File: src/inc/dtx_cfg.svh
`ifndef DTX_CFG_SVH
`define DTX_CFG_SVH

// ----------------------------------------
// Register map and reset values
// ----------------------------------------
`define DTX_SEL_DATA 1'b0
`define DTX_SEL_CTRL 1'b1
`define DTX_CTRL_RST 4'h0
`define DTX_RX_RST 4'h0
`define DTX_MID 8'h80

// ----------------------------------------
// Clock rates and burst timing
// ----------------------------------------
`define DTX_REF_HZ 64'd100000000
`define DTX_XTAL_HZ 64'd3579545
`define DTX_NCO_W 24
`define DTX_BURST_MS 64'd51
`define DTX_BURST_CYC ((`DTX_BURST_MS * `DTX_REF_HZ) / 64'd1000)

// ----------------------------------------
// Segment lengths in crystal periods
// ----------------------------------------
`define DTX_SEGS 32
`define DTX_SEG_L1 8'd160
`define DTX_SEG_L2 8'd146
`define DTX_SEG_L3 8'd132
`define DTX_SEG_L4 8'd118
`define DTX_SEG_H1 8'd92
`define DTX_SEG_H2 8'd84
`define DTX_SEG_H3 8'd76
`define DTX_SEG_H4 8'd68

`endif

File: src/inc/dtx_pkg.sv
package dtx_pkg;

	// ----------------------------------------
	// Host bus pins as sampled each clock
	// ----------------------------------------
	typedef struct packed {
		logic cs_n;
		logic data_strobe;
		logic rw_wr;
		logic reg_pick_line;
		logic [3:0] data;
	} dtx_bus_in_t;

	// ----------------------------------------
	// Register layouts, b3 first
	// ----------------------------------------
	typedef struct packed {
		logic control_bank_toggle;
		logic irq_en;
		logic call_progress_select;
		logic tone_output_on;
	} dtx_ctrl_a_t;

	typedef struct packed {
		logic column_tone;
		logic single_tone;
		logic test_mode;
		logic burst_off;
	} dtx_ctrl_b_t;

	typedef struct packed {
		logic steer_n;
		logic rx_ready;
		logic tx_empty;
		logic irq_pend;
	} dtx_status_t;

	// One-hot row and column picks (2-of-8 code)
	typedef struct packed {
		logic [3:0] row;
		logic [3:0] col;
	} dtx_tone_sel_t;

	typedef enum logic [1:0] {
		DTX_IDLE = 2'b00,
		DTX_TONE = 2'b01,
		DTX_PAUSE = 2'b11
	} dtx_burst_t;

endpackage

File: src/dtx_sine_rom.sv
`timescale 1ns/1ps
`include "dtx_cfg.svh"

module dtx_sine_rom #(
	parameter int unsigned AW = 5
) (
	// Clock
	input wire logic ref_clk,
	// Lookup
	input wire logic [AW-1:0] addr,
	output logic [7:0] sample_r
);

	// ----------------------------------------
	// One sine period, offset binary
	// ----------------------------------------
	function automatic logic [7:0] sine_at(input logic [4:0] a);
		logic [7:0] v;
		v = `DTX_MID;
		unique case (a)
			5'h00: v = 8'h80;
			5'h01: v = 8'h99;
			5'h02: v = 8'hb1;
			5'h03: v = 8'hc7;
			5'h04: v = 8'hda;
			5'h05: v = 8'hea;
			5'h06: v = 8'hf5;
			5'h07: v = 8'hfd;
			5'h08: v = 8'hff;
			5'h09: v = 8'hfd;
			5'h0a: v = 8'hf5;
			5'h0b: v = 8'hea;
			5'h0c: v = 8'hda;
			5'h0d: v = 8'hc7;
			5'h0e: v = 8'hb1;
			5'h0f: v = 8'h99;
			5'h10: v = 8'h80;
			5'h11: v = 8'h67;
			5'h12: v = 8'h4f;
			5'h13: v = 8'h39;
			5'h14: v = 8'h26;
			5'h15: v = 8'h16;
			5'h16: v = 8'h0b;
			5'h17: v = 8'h03;
			5'h18: v = 8'h01;
			5'h19: v = 8'h03;
			5'h1a: v = 8'h0b;
			5'h1b: v = 8'h16;
			5'h1c: v = 8'h26;
			5'h1d: v = 8'h39;
			5'h1e: v = 8'h4f;
			5'h1f: v = 8'h67;
		endcase
		return v;
	endfunction

	// Registered read keeps the sample glitch free
	always_ff @(posedge ref_clk) begin
		sample_r <= sine_at(addr[4:0]);
	end

endmodule

File: src/dtx_host_port.sv
// Functional notes
// - Tone period is 32 equal segments
// - Transmit write latches code into 2-of-8
// - Segment divider resets, steps sine address
// - Transmit code matches receive code format
// - Sixteen pairs via two identical paths
// - Timing from free-running crystal rate
// - Burst then equal pause, 51 ms
// - After pause, flag transmitter ready
// - Call-progress mode doubles to 102 ms
// - Call-progress plus burst: transmit only
// - Single-tone mode, row or column
// - Strobe low at select fall: strobe+direction
// - Read high at select fall: read/write
// - Latch address per detected bus style
// - Status updates without strobe activity
// - Select line plus direction picks register
// - Receive read-only, transmit write-only
// - Bank bit sends next write to B
// - Open-drain alert or call-progress copy
// - Tone-on bit gates all transmission
// - Control B bit0 low enables burst
// - Status read clears interrupt and valid
// - Single tone: b3 column, else row
`timescale 1ns/1ps
`include "dtx_cfg.svh"

module dtx_host_port #(
	parameter logic [23:0] BURST_CYC = 24'(`DTX_BURST_CYC)
) (
	// Clock and reset
	input wire logic ref_clk,
	input wire logic srst,
	// Host bus
	input wire dtx_pkg::dtx_bus_in_t bus_i,
	output logic [3:0] data_out,
	output logic data_oe_n,
	// Open-drain alert pin
	output logic host_alert_or_tone_out,
	output logic host_alert_or_tone_out_oe_n,
	// Receiver side
	input wire logic rx_digit_valid,
	input wire logic [3:0] rx_digit,
	input wire logic rx_steer_n,
	input wire logic rx_cp_square,
	output logic rx_enable,
	// Tone outputs
	output logic [7:0] row_sample,
	output logic [7:0] col_sample,
	output logic tone_active
);

	// ----------------------------------------
	// Helper functions
	// ----------------------------------------

	// Digit code to one row and one column
	function automatic dtx_pkg::dtx_tone_sel_t code_to_tone(input logic [3:0] c);
		dtx_pkg::dtx_tone_sel_t t;
		t = '{row: 4'h8, col: 4'h8};
		unique case (c)
			4'h1: t = '{row: 4'h1, col: 4'h1};
			4'h2: t = '{row: 4'h1, col: 4'h2};
			4'h3: t = '{row: 4'h1, col: 4'h4};
			4'h4: t = '{row: 4'h2, col: 4'h1};
			4'h5: t = '{row: 4'h2, col: 4'h2};
			4'h6: t = '{row: 4'h2, col: 4'h4};
			4'h7: t = '{row: 4'h4, col: 4'h1};
			4'h8: t = '{row: 4'h4, col: 4'h2};
			4'h9: t = '{row: 4'h4, col: 4'h4};
			4'ha: t = '{row: 4'h8, col: 4'h2};
			4'hb: t = '{row: 4'h8, col: 4'h1};
			4'hc: t = '{row: 4'h8, col: 4'h4};
			4'hd: t = '{row: 4'h1, col: 4'h8};
			4'he: t = '{row: 4'h2, col: 4'h8};
			4'hf: t = '{row: 4'h4, col: 4'h8};
			4'h0: t = '{row: 4'h8, col: 4'h8};
		endcase
		return t;
	endfunction

	// Segment length for a one-hot pick in either group
	function automatic logic [7:0] seg_len(input logic [3:0] oh, input logic high);
		logic [7:0] n;
		n = high ? `DTX_SEG_H4 : `DTX_SEG_L4;
		if (oh[0]) begin
			n = high ? `DTX_SEG_H1 : `DTX_SEG_L1;
		end else if (oh[1]) begin
			n = high ? `DTX_SEG_H2 : `DTX_SEG_L2;
		end else if (oh[2]) begin
			n = high ? `DTX_SEG_H3 : `DTX_SEG_L3;
		end
		return n;
	endfunction

	// ----------------------------------------
	// Declarations
	// ----------------------------------------
	localparam logic [`DTX_NCO_W-1:0] NCO_INC =
		`DTX_NCO_W'((`DTX_XTAL_HZ << `DTX_NCO_W) / `DTX_REF_HZ);

	logic [`DTX_NCO_W-1:0] nco_r;
	logic xtal_tick_r;
	logic cs_n_q_r, style_rw_r, sel_r;
	logic rd_q_r, wr_q_r;
	logic [3:0] wdata_r, rx_data_r;
	logic bank_b_r, code_loaded_r;
	dtx_pkg::dtx_ctrl_a_t ctrl_a_r;
	dtx_pkg::dtx_ctrl_b_t ctrl_b_r;
	dtx_pkg::dtx_tone_sel_t tone_sel_r;
	dtx_pkg::dtx_status_t status_r;
	dtx_pkg::dtx_burst_t st_r, st_nxt;
	logic [23:0] cnt_r, cnt_nxt;

	wire [`DTX_NCO_W:0] nco_sum = {1'b0, nco_r} + {1'b0, NCO_INC};

	// ----------------------------------------
	// Crystal-rate tick
	// ----------------------------------------

	// Free-running, so a burst never waits for the oscillator
	always_ff @(posedge ref_clk) begin
		if (srst) begin
			nco_r <= '0;
			xtal_tick_r <= 1'b0;
		end else begin
			nco_r <= nco_sum[`DTX_NCO_W-1:0];
			xtal_tick_r <= nco_sum[`DTX_NCO_W];
		end
	end

	// ----------------------------------------
	// Bus style detection and strobe decode
	// ----------------------------------------
	wire cs_fall = cs_n_q_r & ~bus_i.cs_n;
	// Select-fall cycle is ignored: the style register still holds the previous access's style
	wire rd_act = ~bus_i.cs_n & ~cs_fall & (style_rw_r ? ~bus_i.data_strobe : (bus_i.data_strobe & bus_i.rw_wr));
	wire wr_act = ~bus_i.cs_n & ~cs_fall & (style_rw_r ? ~bus_i.rw_wr : (bus_i.data_strobe & ~bus_i.rw_wr));
	wire rd_end = rd_q_r & ~rd_act;
	wire wr_end = wr_q_r & ~wr_act;
	wire wr_tx = wr_end & (sel_r == `DTX_SEL_DATA);
	wire wr_ctl = wr_end & (sel_r == `DTX_SEL_CTRL);
	wire rd_stat_end = rd_end & (sel_r == `DTX_SEL_CTRL);

	// Style chosen afresh at every select fall; a tied-low select never re-detects
	always_ff @(posedge ref_clk) begin
		if (srst) begin
			cs_n_q_r <= 1'b1;
			style_rw_r <= 1'b0;
		end else begin
			cs_n_q_r <= bus_i.cs_n;
			if (cs_fall) begin
				style_rw_r <= bus_i.data_strobe;
			end
		end
	end

	// Multiplexed bus: address only valid at select fall; else follow until strobe
	always_ff @(posedge ref_clk) begin
		if (srst) begin
			sel_r <= `DTX_SEL_DATA;
		end else if (style_rw_r ? cs_fall : ~(rd_act | wr_act)) begin
			sel_r <= bus_i.reg_pick_line;
		end
	end

	// Write data sampled through the strobe, committed at its end
	always_ff @(posedge ref_clk) begin
		if (srst) begin
			rd_q_r <= 1'b0;
			wr_q_r <= 1'b0;
			wdata_r <= '0;
		end else begin
			rd_q_r <= rd_act;
			wr_q_r <= wr_act;
			if (wr_act) begin
				wdata_r <= bus_i.data;
			end
		end
	end

	// ----------------------------------------
	// Read port
	// ----------------------------------------
	wire [3:0] rd_word = (sel_r == `DTX_SEL_CTRL) ? status_r : rx_data_r;

	// Bus driven from the cycle after a read strobe starts until the cycle after it ends
	always_ff @(posedge ref_clk) begin
		if (srst) begin
			data_out <= '0;
			data_oe_n <= 1'b1;
		end else begin
			data_out <= rd_word;
			data_oe_n <= ~rd_act;
		end
	end

	// ----------------------------------------
	// Transmit data and control registers
	// ----------------------------------------

	// Code kept in the same format the receiver reports
	always_ff @(posedge ref_clk) begin
		if (srst) begin
			tone_sel_r <= code_to_tone(`DTX_RX_RST);
			code_loaded_r <= 1'b0;
		end else if (wr_tx) begin
			tone_sel_r <= code_to_tone(wdata_r);
			code_loaded_r <= 1'b1;
		end
	end

	// Shared address; bank bit steers only the very next write
	always_ff @(posedge ref_clk) begin
		if (srst) begin
			ctrl_a_r <= `DTX_CTRL_RST;
			ctrl_b_r <= `DTX_CTRL_RST;
			bank_b_r <= 1'b0;
		end else if (wr_ctl) begin
			if (bank_b_r) begin
				ctrl_b_r <= wdata_r;
				bank_b_r <= 1'b0;
			end else begin
				ctrl_a_r <= wdata_r;
				bank_b_r <= wdata_r[3];
			end
		end
	end

	// ----------------------------------------
	// Burst and pause sequencer
	// ----------------------------------------
	wire burst_mode = ~ctrl_b_r.burst_off;
	// Odd lengths are left to the host toggling the tone bit
	wire [23:0] burst_len = ctrl_a_r.call_progress_select ? {BURST_CYC[22:0], 1'b0} : BURST_CYC;
	wire burst_done = (st_r == dtx_pkg::DTX_PAUSE) & (cnt_r == '0);

	// Next state; dropping the tone bit aborts without flagging ready
	always_comb begin
		st_nxt = st_r;
		cnt_nxt = (cnt_r == '0) ? cnt_r : cnt_r - 24'h1;
		if (!ctrl_a_r.tone_output_on || !burst_mode) begin
			st_nxt = dtx_pkg::DTX_IDLE;
		end else begin
			unique case (st_r)
				dtx_pkg::DTX_IDLE: begin
					if (wr_tx) begin
						st_nxt = dtx_pkg::DTX_TONE;
						cnt_nxt = burst_len - 24'h1;
					end
				end
				dtx_pkg::DTX_TONE: begin
					if (cnt_r == '0) begin
						st_nxt = dtx_pkg::DTX_PAUSE;
						cnt_nxt = burst_len - 24'h1;
					end
				end
				dtx_pkg::DTX_PAUSE: begin
					if (cnt_r == '0) begin
						st_nxt = dtx_pkg::DTX_IDLE;
					end
				end
				default: st_nxt = dtx_pkg::DTX_IDLE;
			endcase
		end
	end

	// Sequencer state
	always_ff @(posedge ref_clk) begin
		if (srst) begin
			st_r <= dtx_pkg::DTX_IDLE;
			cnt_r <= '0;
		end else begin
			st_r <= st_nxt;
			cnt_r <= cnt_nxt;
		end
	end

	// ----------------------------------------
	// Status flags and receive data
	// ----------------------------------------
	wire rx_take = rx_digit_valid & ~ctrl_a_r.call_progress_select;
	wire tx_ready_set = burst_done & ctrl_a_r.tone_output_on;
	wire irq_set = rx_take | tx_ready_set;

	// Set beats a clearing status read in the same cycle
	always_ff @(posedge ref_clk) begin
		if (srst) begin
			status_r <= '{steer_n: 1'b1, rx_ready: 1'b0, tx_empty: 1'b1, irq_pend: 1'b0};
			rx_data_r <= `DTX_RX_RST;
		end else begin
			status_r.steer_n <= rx_steer_n;
			status_r.rx_ready <= rx_take | (status_r.rx_ready & ~rd_stat_end);
			status_r.irq_pend <= irq_set | (status_r.irq_pend & ~rd_stat_end);
			status_r.tx_empty <= tx_ready_set | (status_r.tx_empty & ~(wr_tx & burst_mode));
			if (rx_take) begin
				rx_data_r <= rx_digit;
			end
		end
	end

	// ----------------------------------------
	// Alert pin and receiver enable
	// ----------------------------------------

	// Open drain: pull low for an alert, or mirror square wave / steering
	wire alert_low = ctrl_a_r.irq_en &
		(ctrl_a_r.call_progress_select ? ~rx_cp_square :
		(ctrl_b_r.test_mode ? ~rx_steer_n : status_r.irq_pend));

	// Pin level is fixed low; only the enable moves
	always_ff @(posedge ref_clk) begin
		if (srst) begin
			host_alert_or_tone_out <= 1'b0;
			host_alert_or_tone_out_oe_n <= 1'b1;
			rx_enable <= 1'b1;
		end else begin
			host_alert_or_tone_out <= 1'b0;
			host_alert_or_tone_out_oe_n <= ~alert_low;
			rx_enable <= ~ctrl_a_r.call_progress_select;
		end
	end

	// ----------------------------------------
	// Tone synthesis, row path 0, column path 1
	// ----------------------------------------
	wire tone_on = ctrl_a_r.tone_output_on &
		(burst_mode ? (st_r == dtx_pkg::DTX_TONE) : code_loaded_r);
	wire row_on = ~ctrl_b_r.single_tone | ~ctrl_b_r.column_tone;
	wire col_on = ~ctrl_b_r.single_tone | ctrl_b_r.column_tone;
	wire [7:0] rom_q [2];

	generate
		for (genvar p = 0; p < 2; p++) begin : g_path
			logic [7:0] div_r;
			logic [4:0] phase_r;
			wire [3:0] oh = (p == 0) ? tone_sel_r.row : tone_sel_r.col;
			wire [7:0] len = seg_len(oh, p == 1);
			wire seg_end = xtal_tick_r & (div_r >= len - 8'h1);

			// Divider restarts at zero after the chosen count and steps the table address
			always_ff @(posedge ref_clk) begin
				if (srst) begin
					div_r <= '0;
					phase_r <= '0;
				end else if (seg_end) begin
					div_r <= '0;
					phase_r <= phase_r + 5'h1;
				end else if (xtal_tick_r) begin
					div_r <= div_r + 8'h1;
				end
			end

			dtx_sine_rom #(
				.AW(5)
			) u_rom (
				.ref_clk(ref_clk),
				.addr(phase_r),
				.sample_r(rom_q[p])
			);
		end
	endgenerate

	// Silent paths sit at midscale
	always_ff @(posedge ref_clk) begin
		if (srst) begin
			row_sample <= `DTX_MID;
			col_sample <= `DTX_MID;
			tone_active <= 1'b0;
		end else begin
			row_sample <= (tone_on & row_on) ? rom_q[0] : `DTX_MID;
			col_sample <= (tone_on & col_on) ? rom_q[1] : `DTX_MID;
			tone_active <= tone_on;
		end
	end

endmodule

File: config.mk
export PLATFORM = sky130hd
export DESIGN_NAME = dtx_host_port
export DESIGN_NICKNAME = d
export VERILOG_FILES = /design/src/inc/dtx_pkg.sv /design/src/dtx_sine_rom.sv /design/src/dtx_host_port.sv
export VERILOG_INCLUDE_DIRS = /design/src /design/src/inc
export SDC_FILE = /design/constraint.sdc
export NUM_CORES = 1
export LEC_CHECK = 0
export BUFFER_PORTS_ARGS = -buffer_cell sky130_fd_sc_hd__buf_2
export CAP_MARGIN = 20
export CORE_UTILIZATION = 35
export CTS_BUF_LIST = sky130_fd_sc_hd__clkbuf_8 sky130_fd_sc_hd__clkbuf_16
export DETAILED_ROUTE_END_ITERATION = 12
export PLACE_DENSITY = 0.51
export SYNTH_ARGS = -nofsm -noshare
export SYNTH_HDL_FRONTEND = slang
export SYNTH_HIERARCHICAL = 1
export SYNTH_SLANG_ARGS = --single-unit
File: constraint.sdc
create_clock -name ref_clk -period 3.46 [get_ports ref_clk]
set_input_delay 0.346 -clock ref_clk [delete_from_list [all_inputs] [get_ports ref_clk]]
set_output_delay 0.346 -clock ref_clk [all_outputs]
set_load 0.01 [all_outputs]
==> out/qor.csv <==
metric;value;unit
most common flop cell mapped by yosys;dfxtp_1;
count of final hold-check violations;0;
total CTS buffers;17;
Iter 0 DRT Violations;228;
DIE HEIGHT;147;um
Setup TNS;0;ns
CP Launch Type;register;
most frequent cells in the layout;dfxtp_1, nor2_1, nand2_1;
total clock sinks;149;
hold slack;0.158;ns
critical path arrival;3.10;ns
reg-to-reg setup timing slack;0.71;ns
Max Cap Viol;0;
Starting Density;0.361;
mapped cell area;7370;sq um
Non-Filler Instances;1130;
RSZ-0062 raised after global routing;false;
clk_lat worst skew;0.42;ns
via/cell ratio;4.88;
worst slew pin tran;0.885;ns
depth of the worst register-to-register path;10;
synthesis-stage register bit count;149;
first-pass GRT wire length;25200;um
maximum fanout along the worst path;9;
Final min period;2.75;ns
Synth Instances;819;
core area;20400;sq um
Yosys warnings;6;
Hold Crit Class;input pin to register;
Synth cell types;80;
via count;5516;
fin. max-slew vios;0;
maximum vdd drop;0.000312;V
Global Route Usage Sum;0.143;
FP Rows;52;
CTS tree;built;
status;completed;
Post-synth EDFFs;0;
drt wl/cell;13.0;um
clock root cell;clkbuf_16;
Fin Clk Skew;0.00666;ns
port bufs;40;
total grt overflow;0;
die extent in x;147;um
max_slew headroom;0.409;
final setup vio count;0;
Worst-path clk slew;0.06;ns
total die area;21600;sq um
vias in the first global route;5131;
fraction of layout cells with a size suffix above 1;0.124;
IO Pins;42;
post-detail-place hpwl;10000;um
synthesis-to-layout area growth;14.1;%
DRC;0;
Post-CTS Setup Inserts;0;
post-layout util;0.411;
async set or reset register ratio after synthesis;0;
layout net count;903;
# fillers;2086;
sequential element share of the synthesized area;0.405;
hold path start;rx_steer_n;
WP data required;3.81;ns
final wirelength;14700;um
Ant. Diodes;0;
largest net degree at the start of global routing;57;
post-route ant nets;0;
Worst Hold Endpoint;status_r[3];
syn avg cell area;9.00;sq um
CTS resizes;0;
Placer Congestion;0.752;
Reg-to-Reg End;g_path[0].div_r[3];
Crit. End Element;register;
static leakage;3.38;nW
most common cell after layout, fill and taps aside;dfxtp_1;
reg-to-reg startpoint;g_path[0].oh[1];
WS Path Type;register to register;
H-tree depth;4;
Max Root-Sink Buffers;2;
Final period util;0.795;
PwrDens;639;nW/um^2
hold depth;2;
FMAX;0.363;GHz
Post-Syn Nets;875;
DR pass1 iterations;5;
hold buffer count at cts;0;
Placed Cells;1098;
initial antenna violation count;0;
[worst max-delay path, stage by stage, from the launching register on]
cell       delay (ns)
dfxtp_1          0.36
inv_1            0.06
a21oi_1          0.21
inv_1            0.09
ha_1             0.30
ha_1             0.27
a21o_1           0.15
a2111oi_0        0.41
o32a_1           0.42
nand2b_1         0.25
nor2_1           0.16
[through the flow]
stage | cell area (sq um) | setup WS (ns) | total power (W)
finish | 8410 | 0.708 | 0.00537
global route | 8410 | 0.454 | 0.00567
CTS | 8410 | 0.654 | 0.00543
detailed placement | 7730 | 0.688 | 0.00330
global placement | 7730 | 0.770 | 0.00330
floorplan | 7370 | 0.934 | 0.00310
[sequential cells by signal (all words and copies together), names as in the netlist, 6 cells and up]
signal,flops
nco_r,24
col_sample,8
cnt_r,24
row_sample,8
g_path.u_rom/sample_r,16
g_path.oh,6
g_path.phase_r,10
g_path.div_r,16
[how the worst max path moves through the flow]
stage	from	end	slack [ns]	cells after the start
4_1_cts	g_path[0].oh[1]	g_path[0].div_r[5]	0.65	10
3_5_place_dp	g_path[0].oh[1]	g_path[0].div_r[0]	0.69	10
3_3_place_gp	g_path[0].oh[1]	g_path[0].div_r[2]	0.77	10
5_1_grt	g_path[0].oh[1]	g_path[0].div_r[5]	0.45	10
6_report	g_path[0].oh[1]	g_path[0].div_r[3]	0.71	10
2_1_floorplan	g_path[0].oh[1]	g_path[0].div_r[0]	0.93	12
[cell usage after synthesis, types with 3 or more instances]
master     instances  area, sq um
a2111oi_0          3         26.3
a211oi_1           7         52.6
a21o_1             6         45.0
a21oi_1           41          205
a31oi_1            3         18.8
and2_1            18          113
and3_1             6         37.5
buf_4              3         22.5
buf_6              8         90.1
clkbuf_1          23         86.3
dfxtp_1          149         2980
ha_1              39          488
inv_1             28          105
mux2_2             4         45.0
mux2i_1           35          350
nand2_1           45          169
nand2b_1           8         50.1
nand3_1           19         95.1
nand3b_1           8         60.1
nand4_1            9         56.3
nor2_1           114          428
nor2b_1            6         37.5
nor3_1            36          180
nor3b_1            5         37.5
nor4_1             7         43.8
o211ai_1           6         45.0
o21ai_0           23          115
o21ai_1            7         35.0
o21bai_1           3         22.5
o31a_1             3         26.3
o31ai_1            3         22.5
or2_2              6         37.5
or3_1             12         75.1
or3b_2             3         26.3
or4_1              3         22.5
xnor2_1           31          272
xor2_1            30          263
[logic make-up (layout without fill, tap and decap cells)]
group | count (synthesis) | count (layout) | synth area share
buffers and inverters | 67 | 108 | 0.0469
XOR/XNOR | 61 | 61 | 0.0725
adder cells (fa/ha/maj) | 39 | 39 | 0.0662
AO/OA/AOI/OAI | 137 | 137 | 0.123
other | 1 | 1 | 0.000509
multiplexers | 43 | 43 | 0.0628
AND/OR/NAND/NOR | 322 | 322 | 0.223
flip-flops | 149 | 149 | 0.405
[area by class of cell]
| cell class | count | area [sq um] | share of cell area |
|---|---|---|---|
| sequential | 149 | 2980 | 0.355 |
| inverter | 28 | 105 | 0.0125 |
| clock inverter | 11 | 195 | 0.0232 |
| timing repair buffer | 48 | 263 | 0.0313 |
| multi-input combinational | 603 | 4040 | 0.481 |
| clock buffer | 21 | 480 | 0.0572 |
| tap | 270 | 338 | 0.0402 |
[routing by layer]
metal  up-vias  global-route usage  wire (um)
li1       2918                   -          -
met2        51               0.215       6460
met4         0              0.0505        170
met3        13              0.0363        344
met5         -                   0          0
met1      2534               0.199       7720
[power by group]
| group | internal (W) | switching, W |
|---|---|---|
| combinational | 0.000552 | 0.000640 |
| sequential | 0.00189 | 0.000189 |
| clock | 0.00136 | 0.000733 |
| total | 0.00380 | 0.00156 |
(Power assumes the default switching activity.)
